`src/logic/abds_defines.svh`:
```
// Register map, field positions, reset values and character codes of the digit store
`ifndef ABDS_DEFINES_SVH
`define ABDS_DEFINES_SVH

`define ABDS_ADR_CTRL 8'h00
`define ABDS_ADR_POL_LO 8'h04
`define ABDS_ADR_POL_HI 8'h08
`define ABDS_ADR_STATUS 8'h0C
`define ABDS_ADR_CMD 8'h10
`define ABDS_ADR_DIG_LO 8'h14
`define ABDS_ADR_DIG_HI 8'h18

`define ABDS_CTRL_MODE_BIT 0
`define ABDS_CTRL_PRESET_LSB 4
`define ABDS_CTRL_RST 32'h0000_0000
`define ABDS_POL_LO_RST 32'h0000_0000
`define ABDS_POL_HI_RST 8'h00

`define ABDS_CMD_PRINT_RESET_BIT 0
`define ABDS_CMD_PRECODE_BIT 1

`define ABDS_STAT_FULL_BIT 4
`define ABDS_STAT_INVALID_BIT 5
`define ABDS_STAT_STROBE_BIT 6

`define ABDS_ASC_ZERO 7'h30
`define ABDS_ASC_NINE 7'h39
`define ABDS_ASC_LTR_B 7'h42
`define ABDS_ASC_LTR_G 7'h47
`define ABDS_ASC_LTR_E 7'h45
`define ABDS_ASC_SPACE 7'h20
`define ABDS_ASC_MINUS 7'h2D
`define ABDS_LTR_OFFSET 7'h38

`define ABDS_BCD_SPACE 4'hA
`define ABDS_BCD_E 4'hF
`define ABDS_BCD_MINUS 4'hB

`define ABDS_LAST_DIGIT 4'h9

`endif

```
`src/logic/abds_pkg.sv`:
```
// Types shared by the ASCII to BCD digit store
package abds_pkg;

  typedef enum logic
  {
    ABDS_PROGRAM_MODE = 1'b0,
    ABDS_RECORD_MODE = 1'b1
  } abds_mode_t;

  typedef logic [3:0] abds_nibble_t;

endpackage : abds_pkg

```
`src/logic/abds_storage.sv`:
```
// ASCII to BCD digit store: encoder, digit position counter, ten digit latches, Wishbone regs
//
// Overview of operation
// - Mode jumper selects program or record encoding
// - Program mode: ASCII 0-9 give 8421 code
// - Program mode: letters B-G give ten-fifteen
// - Record mode: ASCII 0-9 give 8421 code
// - Record mode: space, E, minus give A,F,B
// - Ten four-bit digit positions, filled one-by-one
// - Print reset forces position counter to zero
// - Advance pulse increments position counter by one
// - Ten exclusive selects, pulse one cycle after each accepted strobe cycle
// - Select loads encoded bits into its digit
// - Counter zero loads the leftmost digit
// - Precode pulse loads preset pattern into all
// - Latch output follows data while clock high
// - Latch keeps data after its clock falls
// - Per-bit polarity jumper picks true or complement
// - Digits weighted 8,4,2,1, one output per bit, true or complement set by polarity
// - Invalid character suppresses the data strobe
// - Overflow inhibits further counter advance
// - Precode at I end or clear with K
// - Store command produces the print reset pulse
`timescale 1ns/100ps

`include "abds_defines.svh"

module abds_storage
  import abds_pkg::*;
#(
  parameter int DIGITS = 10,
  parameter int DIGIT_W = 4
)
(
  input wire logic mclk,
  input wire logic nrst,
  input wire logic [31:0] wb_adr_i,
  input wire logic [31:0] wb_dat_i,
  output logic [31:0] wb_dat_o,
  input wire logic wb_we_i,
  input wire logic [3:0] wb_sel_i,
  input wire logic wb_stb_i,
  input wire logic wb_cyc_i,
  output logic wb_ack_o,
  input wire logic [6:0] ascii_char,
  input wire logic data_strobe_pulse,
  input wire logic store_command_active,
  input wire logic i_cmd_end_of_cycle,
  input wire logic k_cmd_active,
  input wire logic clear_pulse,
  output logic [DIGITS*DIGIT_W-1:0] bcd_out,
  output logic [DIGITS-1:0] digit_select,
  output logic [3:0] digit_position,
  output logic overflow_advance_inhibit,
  output logic invalid_store_inhibit
);

  localparam int TOTAL_W = DIGITS * DIGIT_W;

  // Byte-lane merge used by the ctrl_r and pol_lo_r registers
  function automatic logic [31:0] lane_merge(
    input logic [31:0] old_val,
    input logic [31:0] new_val,
    input logic [3:0] sel
  );
    logic [31:0] res;
    res = old_val;
    for (int b = 0; b < 4; b++)
    begin
      if (sel[b])
      begin
        res[b*8 +: 8] = new_val[b*8 +: 8];
      end
    end
    return res;
  endfunction : lane_merge

  // Encoder: returns {valid, code}
  function automatic logic [4:0] encode_char(
    input logic [6:0] ch,
    input abds_mode_t mode
  );
    logic [4:0] res;
    logic [6:0] diff;
    res = 5'h00;
    diff = ch - `ABDS_LTR_OFFSET;
    if (ch >= `ABDS_ASC_ZERO && ch <= `ABDS_ASC_NINE)
    begin
      res = {1'b1, ch[3:0]};
    end
    else if (mode == ABDS_PROGRAM_MODE)
    begin
      if (ch >= `ABDS_ASC_LTR_B && ch <= `ABDS_ASC_LTR_G)
      begin
        res = {1'b1, diff[3:0]};
      end
    end
    else
    begin
      case (ch)
        `ABDS_ASC_SPACE: res = {1'b1, `ABDS_BCD_SPACE};
        `ABDS_ASC_LTR_E: res = {1'b1, `ABDS_BCD_E};
        `ABDS_ASC_MINUS: res = {1'b1, `ABDS_BCD_MINUS};
        default: res = 5'h00;
      endcase
    end
    return res;
  endfunction : encode_char

  // Bus and configuration registers
  logic [31:0] ctrl_r;
  logic [31:0] ctrl_nxt;
  logic [31:0] pol_lo_r;
  logic [31:0] pol_lo_nxt;
  logic [7:0] pol_hi_r;
  logic [7:0] pol_hi_nxt;
  logic ack_r;
  logic ack_nxt;
  logic [31:0] rdat_r;
  logic [31:0] rdat_nxt;
  logic sw_print_reset;
  logic sw_precode;

  // Sequencing state
  logic [3:0] cnt_r;
  logic [3:0] cnt_nxt;
  logic full_r;
  logic full_nxt;
  logic strobe_d_r;
  logic strobe_d_nxt;
  logic accepted_r;
  logic accepted_nxt;
  logic invalid_r;
  logic invalid_nxt;

  // Storage and outputs
  abds_nibble_t digit_r [DIGITS];
  abds_nibble_t digit_nxt [DIGITS];
  logic [TOTAL_W-1:0] out_r;
  logic [TOTAL_W-1:0] out_nxt;
  logic [DIGITS-1:0] sel_r;
  logic [DIGITS-1:0] sel_nxt;

  logic [4:0] enc;
  logic char_valid;
  abds_nibble_t char_code;
  abds_mode_t mode;
  abds_nibble_t preset;
  logic print_reset_pulse;
  logic precode_load_pulse;
  logic strobe_ok;
  logic digit_advance_pulse;
  logic [TOTAL_W-1:0] stored_flat;
  logic [TOTAL_W-1:0] polarity;
  logic bus_write;

  assign mode = abds_mode_t'(ctrl_r[`ABDS_CTRL_MODE_BIT]);
  assign preset = ctrl_r[`ABDS_CTRL_PRESET_LSB +: 4];
  assign polarity = {pol_hi_r, pol_lo_r};
  assign bus_write = wb_cyc_i & wb_stb_i & wb_we_i & ack_r;
  assign sw_print_reset = bus_write & (wb_adr_i[7:0] == `ABDS_ADR_CMD)
                          & wb_sel_i[0] & wb_dat_i[`ABDS_CMD_PRINT_RESET_BIT];
  assign sw_precode = bus_write & (wb_adr_i[7:0] == `ABDS_ADR_CMD)
                      & wb_sel_i[0] & wb_dat_i[`ABDS_CMD_PRECODE_BIT];

  assign enc = encode_char(ascii_char, mode);
  assign char_valid = enc[4];
  assign char_code = enc[3:0];

  assign print_reset_pulse = store_command_active | sw_print_reset;
  assign precode_load_pulse = i_cmd_end_of_cycle | (clear_pulse & k_cmd_active)
                              | sw_precode;

  // Code is assumed stable over the strobe; a change mid-strobe would rewrite the digit
  assign strobe_ok = data_strobe_pulse & char_valid & ~full_r
                     & ~print_reset_pulse;
  assign digit_advance_pulse = strobe_d_r & ~data_strobe_pulse & accepted_r;

  // Bus slave: ack one cycle after the request, writes land on the ack edge
  always_comb
  begin
    ctrl_nxt = ctrl_r;
    pol_lo_nxt = pol_lo_r;
    pol_hi_nxt = pol_hi_r;
    ack_nxt = wb_cyc_i & wb_stb_i & ~ack_r;
    rdat_nxt = rdat_r;
    if (wb_cyc_i & wb_stb_i & ~ack_r)
    begin
      case (wb_adr_i[7:0])
        `ABDS_ADR_CTRL: rdat_nxt = ctrl_r;
        `ABDS_ADR_POL_LO: rdat_nxt = pol_lo_r;
        `ABDS_ADR_POL_HI: rdat_nxt = {24'h00_0000, pol_hi_r};
        `ABDS_ADR_STATUS: rdat_nxt = {25'h000_0000, data_strobe_pulse, invalid_r,
                                      full_r, cnt_r};
        `ABDS_ADR_DIG_LO: rdat_nxt = stored_flat[31:0];
        `ABDS_ADR_DIG_HI: rdat_nxt = {24'h00_0000, stored_flat[TOTAL_W-1:32]};
        default: rdat_nxt = 32'h0000_0000;
      endcase
    end
    if (bus_write)
    begin
      case (wb_adr_i[7:0])
        `ABDS_ADR_CTRL:
        begin
          ctrl_nxt = lane_merge(ctrl_r, wb_dat_i, wb_sel_i)
                     & 32'h0000_00F1;
        end
        `ABDS_ADR_POL_LO: pol_lo_nxt = lane_merge(pol_lo_r, wb_dat_i, wb_sel_i);
        `ABDS_ADR_POL_HI:
        begin
          pol_hi_nxt = wb_sel_i[0] ? wb_dat_i[7:0] : pol_hi_r;
        end
        default: ctrl_nxt = ctrl_r;
      endcase
    end
  end

  always_ff @(posedge mclk or negedge nrst)
  begin
    if (!nrst)
    begin
      ctrl_r <= `ABDS_CTRL_RST;
      pol_lo_r <= `ABDS_POL_LO_RST;
      pol_hi_r <= `ABDS_POL_HI_RST;
      ack_r <= 1'b0;
      rdat_r <= 32'h0000_0000;
    end
    else
    begin
      ctrl_r <= ctrl_nxt;
      pol_lo_r <= pol_lo_nxt;
      pol_hi_r <= pol_hi_nxt;
      ack_r <= ack_nxt;
      rdat_r <= rdat_nxt;
    end
  end

  // Position counter and strobe tracking
  always_comb
  begin
    cnt_nxt = cnt_r;
    full_nxt = full_r;
    strobe_d_nxt = data_strobe_pulse;
    accepted_nxt = data_strobe_pulse & (accepted_r | strobe_ok);
    invalid_nxt = invalid_r;
    if (data_strobe_pulse & ~char_valid)
    begin
      invalid_nxt = 1'b1;
    end
    else if (data_strobe_pulse)
    begin
      invalid_nxt = 1'b0;
    end
    if (print_reset_pulse)
    begin
      cnt_nxt = 4'h0;
      full_nxt = 1'b0;
      accepted_nxt = 1'b0;
    end
    else if (digit_advance_pulse)
    begin
      // Holding at the last digit keeps an eleventh character out of digit zero
      if (cnt_r == `ABDS_LAST_DIGIT)
      begin
        full_nxt = 1'b1;
      end
      else
      begin
        cnt_nxt = cnt_r + 4'h1;
      end
    end
  end

  always_ff @(posedge mclk or negedge nrst)
  begin
    if (!nrst)
    begin
      cnt_r <= 4'h0;
      full_r <= 1'b0;
      strobe_d_r <= 1'b0;
      accepted_r <= 1'b0;
      invalid_r <= 1'b0;
    end
    else
    begin
      cnt_r <= cnt_nxt;
      full_r <= full_nxt;
      strobe_d_r <= strobe_d_nxt;
      accepted_r <= accepted_nxt;
      invalid_r <= invalid_nxt;
    end
  end

  // Digit selects and latches; a latch opens for every cycle its select is high
  always_comb
  begin
    for (int d = 0; d < DIGITS; d++)
    begin
      sel_nxt[d] = strobe_ok & (cnt_r == 4'(d));
      digit_nxt[d] = digit_r[d];
      if (precode_load_pulse)
      begin
        digit_nxt[d] = preset;
      end
      else if (sel_nxt[d])
      begin
        digit_nxt[d] = char_code;
      end
    end
  end

  always_ff @(posedge mclk or negedge nrst)
  begin
    if (!nrst)
    begin
      for (int d = 0; d < DIGITS; d++)
      begin
        digit_r[d] <= 4'h0;
      end
      sel_r <= '0;
    end
    else
    begin
      digit_r <= digit_nxt;
      sel_r <= sel_nxt;
    end
  end

  // Digit zero is the leftmost group, bits 8,4,2,1 from high to low
  always_comb
  begin
    stored_flat = '0;
    for (int d = 0; d < DIGITS; d++)
    begin
      stored_flat[TOTAL_W-1-d*DIGIT_W -: DIGIT_W] = digit_r[d];
    end
    out_nxt = stored_flat ^ polarity;
  end

  always_ff @(posedge mclk or negedge nrst)
  begin
    if (!nrst)
    begin
      out_r <= '0;
    end
    else
    begin
      out_r <= out_nxt;
    end
  end

  assign bcd_out = out_r;
  assign digit_select = sel_r;
  assign digit_position = cnt_r;
  assign overflow_advance_inhibit = full_r;
  assign invalid_store_inhibit = invalid_r;
  assign wb_ack_o = ack_r;
  assign wb_dat_o = rdat_r;

endmodule : abds_storage

```
`config.mk`:
```
export PLATFORM = sky130hd
export DESIGN_NAME = abds_storage
export DESIGN_NICKNAME = d
export VERILOG_FILES = /design/src/logic/abds_pkg.sv /design/src/logic/abds_storage.sv
export VERILOG_INCLUDE_DIRS = /design/src /design/src/logic
export SDC_FILE = /design/constraint.sdc
export NUM_CORES = 1
export LEC_CHECK = 0
export BUFFER_PORTS_ARGS = -buffer_cell sky130_fd_sc_hd__buf_4
export CORE_MARGIN = 1.5
export CORE_UTILIZATION = 55
export DETAILED_ROUTE_END_ITERATION = 8
export PLACE_DENSITY = 0.78
export SLEW_MARGIN = 10
export SYNTH_ARGS = -nofsm -noshare
export SYNTH_HDL_FRONTEND = slang
export SYNTH_SLANG_ARGS = --single-unit
```
`constraint.sdc`:
```
create_clock -name mclk -period 6.01 [get_ports mclk]
set_input_delay 0.9015 -clock mclk [delete_from_list [all_inputs] [get_ports mclk]]
set_output_delay 0.9015 -clock mclk [all_outputs]
set_load 0.05 [all_outputs]
```
==> results of run 1 <==
[per-stage QoR]
step | hold WS, ps | cell area, sq um | cells
finish | 481 | 9510 | 906
global route | 500 | 9510 | 906
CTS | 482 | 9510 | 906
detailed placement | 472 | 8870 | 875
global placement | 463 | 8870 | 875
floorplan | 455 | 7590 | 568
[flip-flops by register name, summed over array words and instances (netlist names)]
name and count:
pol_hi_r 8, invalid_store_inhibit 1, digit_select 10, digit_position 4, accepted_r 1, wb_dat_o 32
wb_ack_o 1, bcd_out 40, digit_r 40, pol_lo_r 32, ctrl_r 5, overflow_advance_inhibit 1
strobe_d_r 1
[worst max path at each step]
stage	startpoint	end	depth (start not counted)
2_1_floorplan	wb_adr_i[7]	digit_r[10]	7
3_3_place_gp	wb_adr_i[7]	pol_hi_r[7]	5
3_5_place_dp	wb_adr_i[7]	pol_hi_r[2]	5
4_1_cts	wb_adr_i[7]	pol_hi_r[2]	5
5_1_grt	wb_adr_i[7]	pol_hi_r[6]	5
6_report	wb_adr_i[7]	pol_hi_r[2]	5
[area by class of cell]
cell class | instances | share of cell area, %
inverter | 6 | 0.237
timing repair buffer | 154 | 12.2
multi-input combinational | 363 | 32.2
clock buffer | 17 | 4.47
clock inverter | 14 | 2.26
sequential | 176 | 46.3
tap | 176 | 2.32
[layout by cell type (no fill, tap or decap), drive strengths merged, types with 3 or more instances in the layout]
| cell | count |
|---|---|
| dfrtp | 176 |
| buf | 154 |
| mux2 | 89 |
| nand2 | 49 |
| xor2 | 42 |
| o21ai | 33 |
| a22oi | 31 |
| clkbuf | 17 |
| nor2 | 15 |
| nor3 | 12 |
| nor4 | 9 |
| inv | 7 |
| mux2i | 6 |
| o41ai | 6 |
| bufinv | 5 |
| nand3b | 4 |
| nand2b | 4 |
| o31ai | 4 |
| a22o | 4 |
| a2bb2oi | 4 |
| ha | 4 |
| clkinvlp | 4 |
| or4b | 4 |
| clkinv | 4 |
| nand4b | 3 |
| o211a | 3 |
| a222oi | 3 |
| a21oi | 3 |
[cell usage after synthesis (2+ instances only)]
| cell | instances | share of area (%) |
|---|---|---|
| dfrtp_1 | 176 | 58 |
| mux2_2 | 79 | 12 |
| nand2_1 | 49 | 2.4 |
| xor2_1 | 42 | 4.8 |
| o21ai_0 | 33 | 2.2 |
| a22oi_1 | 31 | 3.1 |
| nor2_1 | 15 | 0.74 |
| clkbuf_1 | 12 | 0.59 |
| nor3_1 | 10 | 0.66 |
| mux2_4 | 9 | 1.8 |
| nor4_1 | 8 | 0.66 |
| buf_2 | 7 | 0.46 |
| inv_1 | 6 | 0.30 |
| mux2i_1 | 5 | 0.66 |
| a22o_1 | 4 | 0.46 |
| a2bb2oi_1 | 4 | 0.46 |
| ha_1 | 4 | 0.66 |
| nand2b_1 | 4 | 0.33 |
| nand3b_1 | 4 | 0.40 |
| o31ai_4 | 4 | 1.1 |
| o41ai_4 | 4 | 1.5 |
| a222oi_1 | 3 | 0.40 |
| nand4b_1 | 3 | 0.35 |
| o211a_1 | 3 | 0.40 |
| or4b_1 | 3 | 0.40 |
| a21oi_1 | 2 | 0.13 |
| a32oi_1 | 2 | 0.23 |
| buf_6 | 2 | 0.30 |
| nand3_1 | 2 | 0.13 |
| nand4_1 | 2 | 0.16 |
| nor3_2 | 2 | 0.26 |
| o41ai_2 | 2 | 0.43 |
| or3_1 | 2 | 0.16 |
[kinds of logic after synthesis]
kind of cell             count (synthesis)  share of synthesized area, %
multiplexers                            95                          14.5
adder cells (fa/ha/maj)                  4                         0.659
AND/OR/NAND/NOR                        116                          7.95
AO/OA/AOI/OAI                          105                          12.0
flip-flops                             176                          58.0
XOR/XNOR                                43                          4.96
buffers and inverters                   29                          1.96
[report_power, final]
part           switching (mW)  internal (mW)  total, mW
Combinational           0.104         0.0615      0.166
Sequential            0.00869           1.20       1.21
Clock                   0.462          0.735       1.20
Total                   0.575           1.99       2.57
[routing by layer]
| layer | routed length (um) | part of all wire [%] | track usage [%] |
|---|---|---|---|
| met5 | 0 | 0 | 0 |
| met3 | 1160 | 6.2 | 6.56 |
| met2 | 9210 | 50 | 43.9 |
| met1 | 7790 | 42 | 35.9 |
| met4 | 391 | 2.1 | 9.04 |
[critical path, stage by stage]
cell and delay [ps]:
buf_4 110, or4_1 700, nor4_2 860, nor2b_1 850
mux2_2 420
==> metrics, run 1 <==
outcome=complete, no violations; worst setup path class=in2reg; CTS tree=done; TNS Setup=0 ps; largest net degree at the start of global routing=107; syn_nets=657; Die H=120 um; Syn Std Cell Area=7590 sq um; register area=4400 sq um; area of the die=14500 sq um; post-route ant nets=0; Final Cycle Share=58.7%; final core utilization=between 70% and 80%; ys flop type=dfrtp_1; worst r2r src=ctrl_r[0]; share of cells above drive strength 1=40.7%; Skew-Pair Late Insertion Delay=440 ps; number of max-cap violations=0; multi-input logic area=3060 sq um; DP Worst Slack=~2100 ps; H-tree depth=4; post-layout min period=3530 ps; Longest Clk Path Bufs=2; num ports=174; Core Region=about 13000 sq um; DP HPWL=12100 um; post-cts resize count=0; drt wl/cell=20.5 um; Fin. Hold Viols=0; Worst setup SP type=input port; Initial DRC Count=369; DRC errors left=0; R2R Setup Slk=3210 ps; Worst-path clk slew=around 70 ps; YS warnings=0; hold path depth=2; syn_area_per_cell=13.4 sq um; Chip Width=120 um; Post-CTS Setup Bufs=0; GR Overflow Total=0; setup ws final=between 2000 and 2500 ps; First-pass DRT Iterations=5; Synth cell types=63; initial antenna violation count=0; vias in the first global route=5418; final WL=18600 um; leakage power=4.85 nW; crit-path max FO=9; Seq cells post-synth=~180; crit path DAT=3850 ps; worst slew pin tran=~970 ps; # clock sinks=176; hold path endpoint=wb_dat_o[14]; worst r2r path cells=6; Layout Nets=about 810; Peak VDD IR=0.189 mV; Critical Path RT=6330 ps; Finish-stage setup viols=0; Root Driver=clkbuf_16; Hold WC Path Type=reg2reg; cell count after synthesis=around 570; Core Rows=42; share of the yosys chip area belonging to registers=58.0%; vias per inst=a little under 6; first-pass GRT wire length=29300 um; Port Buf Inserts=149; relative slew slack=34.8%; total number of vias=5312; number of synthesized flops with an enable pin=0; hold path startpoint=wb_dat_o[14]; RSZ-0062 raised after global routing=no; Design Power=2.57 mW; Slew Viols, Final=0; # diodes=0; # fillers=940; Post-Route Skew=between 8 and 9 ps; Area Overhead vs Synth=25.3%; hold-fix buffers at CTS=0; CP endpoint kind=flip-flop; CTS Buf Count=17; asr flop ratio synth=100%; PwrDens=270 nW/um^2; initial core utilization=56.9%; GPL Wtd Cong=0.860; Max Clk Rate=between 0.2 and 0.3 GHz; worst r2r dst=digit_r[8]; Global Route Usage Sum=27.0%
No activity file was read; power rests on OpenSTA's default activity.
==> run 2: changes to the inputs <==
CORE_UTILIZATION = 54   (was 55)
PLACE_DENSITY = 0.77   (was 0.78)
clock period = 3.4 ns   (was 6.01 ns; I/O delays follow)
==> metrics, run 2 (same netlist as run 1, synthesis figures left out) <==
Worst setup SP type=flip-flop; Longest Clk Path Bufs=2 (unchanged); initial core utilization=55.1% (-1.8 points); final cell count without fillers=920 (+1.5%); Peak VDD IR=0.318 mV (+68%); crit-path max FO=8 (-1); Root Driver=clkbuf_16; Finish-stage setup viols=0 (unchanged); CTS tree=done; post-cts resize count=0 (unchanged); largest net degree at the start of global routing=83 (-22%); H-tree depth=4 (unchanged); worst slew pin tran=849 ps (-120 ps); num ports=174 (unchanged); post-route ant nets=0 (unchanged); leakage power=4.88 nW (+0.64%); placed cells=890 (+1.7%); Core Region=13800 sq um (+3.2%); Fin. Hold Viols=0 (unchanged); Cell Chain, Critical Path=nand4b_1, nor3_1, a211oi_4, buf_4, o41ai_4, mux2_2; Initial DRC Count=332 (-10%); # diodes=0 (unchanged); outcome=complete, no violations; final WL=17900 um (-3.5%); area of the die=14800 sq um (+1.8%); post-layout min period=2680 ps; CP endpoint kind=flip-flop; Die H=122 um (+0.90%); GPL Wtd Cong=0.893 (+3.8%); Design Power=4.28 mW (+67%); initial antenna violation count=0 (unchanged); DRC errors left=0 (unchanged); Port Buf Inserts=149 (unchanged); max incr delay on CP=600 ps (-260 ps); Global Route Usage Sum=25.3% (-1.7 points); final core utilization=69.1% (-2.1 points); Final Cycle Share=78.8%; First-pass DRT Iterations=6 (+1); Chip Width=122 um (+0.90%); relative slew slack=42.3% (+7.4 points); Worst-path clk slew=60 ps (about the same); drt wl/cell=19.5 um (-5.0%); worst setup path class=reg2reg; number of max-cap violations=0 (unchanged); CTS Buf Count=17 (unchanged); vias per inst=5.77 (-1.7%); share of cells above drive strength 1=40.8% (+0.13 points); vias in the first global route=5407 (-0.20%); Core Rows=43 (+2.4%); Post-Route Skew=6.73 ps (-2.22 ps); # clock sinks=176 (unchanged); Worst path slowest cell=o41ai_4; most frequent cells in the layout=dfrtp_1 (176), buf_4 (163), mux2_2 (79), nand2_1 (49), xor2_1 (42); Area Overhead vs Synth=25.5%; Slew Viols, Final=0 (unchanged); # fillers=989 (+5.2%); Post-CTS Setup Bufs=0 (unchanged); Placement Cell Area=8970 sq um (+1.1%); RSZ-0062 raised after global routing=no; Buf+Inv Stages, Crit Path=1 (unchanged); Skew-Pair Late Insertion Delay=420 ps (-20 ps); Layout Nets=818 (+1.4%); Hold WC Path Type=in2async; DP HPWL=12700 um (+4.4%); crit path DAT=2980 ps (-870 ps); Critical Path RT=3700 ps (-2630 ps); Max Clk Rate=0.373 GHz; CP delay by family, top=compound AO/OA/AOI/OAI gates; hold-fix buffers at CTS=0 (unchanged); GR Overflow Total=0 (unchanged); PwrDens=449 nW/um^2 (+66%); TNS Setup=0 ps (unchanged); total number of vias=5305 (-0.13%); first-pass GRT wire length=28300 um (-3.5%); post-route cell area=9520 sq um (+0.16%); commonest non-fill, non-tap cell in the layout=dfrtp_1
## run 2: changes by cell type in the layout (fill, tap and decap cells not counted)
cell | previous run | this run
buf_4 | 153 | 163
buf_12 | 0 | 1
clkbuf_1 | 0 | 5
clkinvlp_4 | 4 | 0
bufinv_16 | 5 | 2
clkbuf_8 | 0 | 2
inv_8 | 1 | 0
## run 2: final timing paths
| check | from | slack (ps) | depth (start not counted) | to |
|---|---|---|---|---|
| min reg2reg | wb_dat_o[25] | 480 | 2 | wb_dat_o[25] |
| max reg2reg | ctrl_r[0] | 720 | 6 | digit_r[39] |
| max | ctrl_r[0] | 720 | 6 | digit_r[39] |
| min | nrst | 130 | 1 | wb_dat_o[18] |
| min in group mclk | data_strobe_pulse | 270 | 1 | strobe_d_r |
| max in group asynchronous | nrst | 2490 | 2 | digit_position[2] |
## run 2: final cells by class
class	instances	area [sq um]	share of cell area, %
flip-flops and latches	176	4400	46.2
inverters	6	22.5	0.236
clock buffers	24	472	4.95
clock inverters	6	83.8	0.880
well taps	180	225	2.36
repair buffers	165	1250	13.2
multi-input cells	363	3060	32.1
## run 2: power by group
group / switching [mW] / internal, mW / total (mW) / leakage [nW]
clock: 0.739 / 1.11 / 1.85 / 0.274
sequential: 0.0157 / 2.12 / 2.13 / 2.45
combinational: 0.183 / 0.114 / 0.297 / 2.16
## run 2: per-layer routing
metal  vias up  track usage, %  wire, um
met1      2670            32.7      7440
met4         0            11.7       561
met3        44            4.45      1030
met2       215            41.7      8870
met5         -               0         0
li1       2376               -         -
## run 2: stage by stage
stage          hold slack [ps]  setup slack, ps
2_1_floorplan              214              825
3_3_place_gp               463              449
3_5_place_dp               472              412
4_1_cts                    149              752
5_1_grt                    180              613
6_report                   128              719
==> run 3: changes to the inputs <==
ABC_AREA = 1   (was default)
clock period = 2.7 ns   (was 3.4 ns; I/O delays follow)
==> metrics, run 3 <==
outcome=finished, violations left; violated checks=hold timing; Clock power frac=42.8% (-0.4 points); most crowded layer after global routing=met2; initial core utilization=55.5% (+0.44 points); Seq cells post-synth=176 (unchanged); number of max-cap violations=0 (unchanged); H-tree depth=4 (unchanged); Worst-path clk slew=70 ps (about the same); DRC errors left=0 (unchanged); Syn Std Cell Area=7770 sq um (+2.4%); share of the yosys chip area belonging to registers=56.7% (-1.3 points); largest net degree at the start of global routing=69 (-17%); num ports=174 (unchanged); number of synthesized flops with an enable pin=0 (unchanged); Layout Nets=1032 (+26%); RSZ-0062 raised after global routing=no; Seq pwr share=49.1% (-0.7 points); Cell Int Power=4.11 mW (+23%); YS warnings=0 (unchanged); count leader, synth=nand2_1; Global Route Usage Sum=26.4% (+1.2 points); Min Hold Slack=-20.3 ps (-148 ps); cell taking the most area after synthesis=dfrtp_1; Die H=123 um (+1.2%); initial antenna violation count=0 (unchanged); area of the die=15100 sq um (+2.3%); Port Buf Inserts=149 (unchanged); Chip Width=123 um (+1.2%); Final Cycle Share=80.6% (+1.7 points); First-pass DRT Iterations=5 (-1); # diodes=0 (unchanged); met1 Usage GRT=34.8% (+2.1 points); vias per inst=5.29 (-8.2%); Worst setup SP type=flip-flop; DP HPWL=12500 um (-1.2%); register area=4400 sq um (unchanged); Synth cell types=36 (-43%); GR Overflow Total=0 (unchanged); Longest Clk Path Bufs=2 (unchanged); leakage power=5.39 nW (+10%); Cell Chain, Critical Path=nand4_2, nor2_2, nand3_1, o21ai_2, inv_2, o21ai_2, nand2_1, nand2_1; GPL Wtd Cong=0.876 (-1.9%); CP endpoint kind=flip-flop; most frequent cells in the layout=nand2_1 (243), dfrtp_1 (176), buf_4 (158), nand3_1 (64), inv_1 (50); max incr delay on CP=530 ps (-70 ps); cell count after synthesis=788 (+39%); share of cells above drive strength 1=27.2% (-14 points); first-pass GRT wire length=30200 um (+6.8%); post-synth top area share=56.7% (-1.3 points); hold-fix buffers at CTS=0 (unchanged); post-route ant nets=0 (unchanged); PwrDens=569 nW/um^2 (+27%); ys flop type=dfrtp_1; drt wl/cell=16.5 um (-15%); top post-synthesis cells by area=dfrtp_1 (57%), nand2_1 (12%), xor2_1 (4.7%), nand3_1 (4.1%), mux2_2 (3.5%); top post-synthesis cells by count=nand2_1 (243), dfrtp_1 (176), nand3_1 (64), inv_1 (50), xor2_1 (42); GR Layer Usage met3=5.21% (+0.76 points); Sw Share=25.4% (+3.5 points); Post-CTS Setup Bufs=0 (unchanged); worst slew pin tran=622 ps (-227 ps); relative slew slack=58.6% (+16 points); # clock sinks=176 (unchanged); Post-Route Skew=7.85 ps (+1.12 ps); # fillers=1152 (+16%); syn_nets=877 (+33%); crit-path max FO=11 (+3); Area Overhead vs Synth=24.5%; total number of vias=6014 (+13%); multi-input logic area=3030 sq um (-1.1%); Skew-Pair Late Insertion Delay=430 ps (about the same); Design Power=5.51 mW (+29%); CTS tree=done; GR Layer Usage met2=44.5% (+2.8 points); Initial DRC Count=356 (+7.2%); Root Driver=clkbuf_16; TNS Setup=0 ps (unchanged); CTS Buf Count=17 (unchanged); Fin. Hold Viols=41 (+41); Max Clk Rate=0.460 GHz (+23%); asr flop ratio synth=100% (unchanged); Slew Viols, Final=0 (unchanged); Critical Path RT=3070 ps (-630 ps); syn_area_per_cell=9.86 sq um (-26%); worst setup path class=reg2reg; Logic pwr share=8.0% (+1.1 points); Switching Power=1.40 mW (+49%); Hold WC Path Type=in2async; Core Region=14000 sq um (+1.6%); crit path DAT=2540 ps (-440 ps); final WL=18700 um (+4.5%); Worst path slowest cell=o21ai_2; post-cts resize count=0 (unchanged); Core Rows=43 (unchanged); post-layout min period=2180 ps (-505 ps); vias in the first global route=5839 (+8.0%); Finish-stage setup viols=0 (unchanged); commonest non-fill, non-tap cell in the layout=nand2_1; Peak VDD IR=0.401 mV (+26%)
## run 3: area by class of cell
cell class | instances | share of cell area (%)
Sequential cell | 176 | 45.5
Multi-Input combinational cell | 530 | 31.3
Timing Repair Buffer | 161 | 12.8
Clock buffer | 19 | 4.48
Tap cell | 180 | 2.33
Inverter | 57 | 2.21
Clock inverter | 13 | 1.36
## run 3: stage by stage
stage	instances	setup WS, ps	util, %	area, sq um
final	1136	525	69.2	9670
after global routing	1136	419	69.2	9670
after CTS	1136	593	69.2	9670
after detailed placement	1104	436	65.1	9110
after global placement	1104	495	65.1	9110
after floorplan	788	792	-	7770
## run 3: worst max-delay path, delay by kind of cell (launching register included)
family                 cells  cell delay (ps)
flip-flops                 1              410
AND/OR/NAND/NOR            5              850
buffers and inverters      1              150
AO/OA/AOI/OAI              2              720
## run 3: final timing paths
| kind | depth (start not counted) | start | end | slack (ps) |
|---|---|---|---|---|
| max | 8 | wb_ack_o | digit_r[28] | 520 |
| min | 1 | nrst | bcd_out[35] | -20 |
| max reg2reg | 8 | wb_ack_o | digit_r[28] | 520 |
| min reg2reg | 2 | wb_dat_o[19] | wb_dat_o[19] | 480 |
| max in group asynchronous | 2 | nrst | pol_lo_r[23] | 1940 |
| min in group mclk | 1 | data_strobe_pulse | strobe_d_r | 140 |
## run 3: metal layers
metal,share of wire (%),vias to the layer above
li1,-,2871
met1,43,2919
met2,50,196
met3,5.8,28
met4,1.8,0
met5,0,-
## run 3: kinds of logic (layout without fill, tap and decap cells)
family	Yosys count	after routing	synth area share (%)
flip-flops	176	176	56.7
AND/OR/NAND/NOR	379	379	22.7
XOR/XNOR	42	42	4.73
adder cells (fa/ha/maj)	4	4	0.644
buffers and inverters	82	250	4.49
AO/OA/AOI/OAI	81	81	7.28
multiplexers	24	24	3.48
## run 3: power groups by stage
stage	logic, mW	registers (mW)	clock network, mW
2_1_floorplan	0.143	2.84	0
3_3_place_gp	0.440	2.75	0
3_5_place_dp	0.445	2.75	0
4_1_cts	0.447	2.71	2.37
5_1_grt	0.480	2.71	2.52
6_report	0.442	2.71	2.36
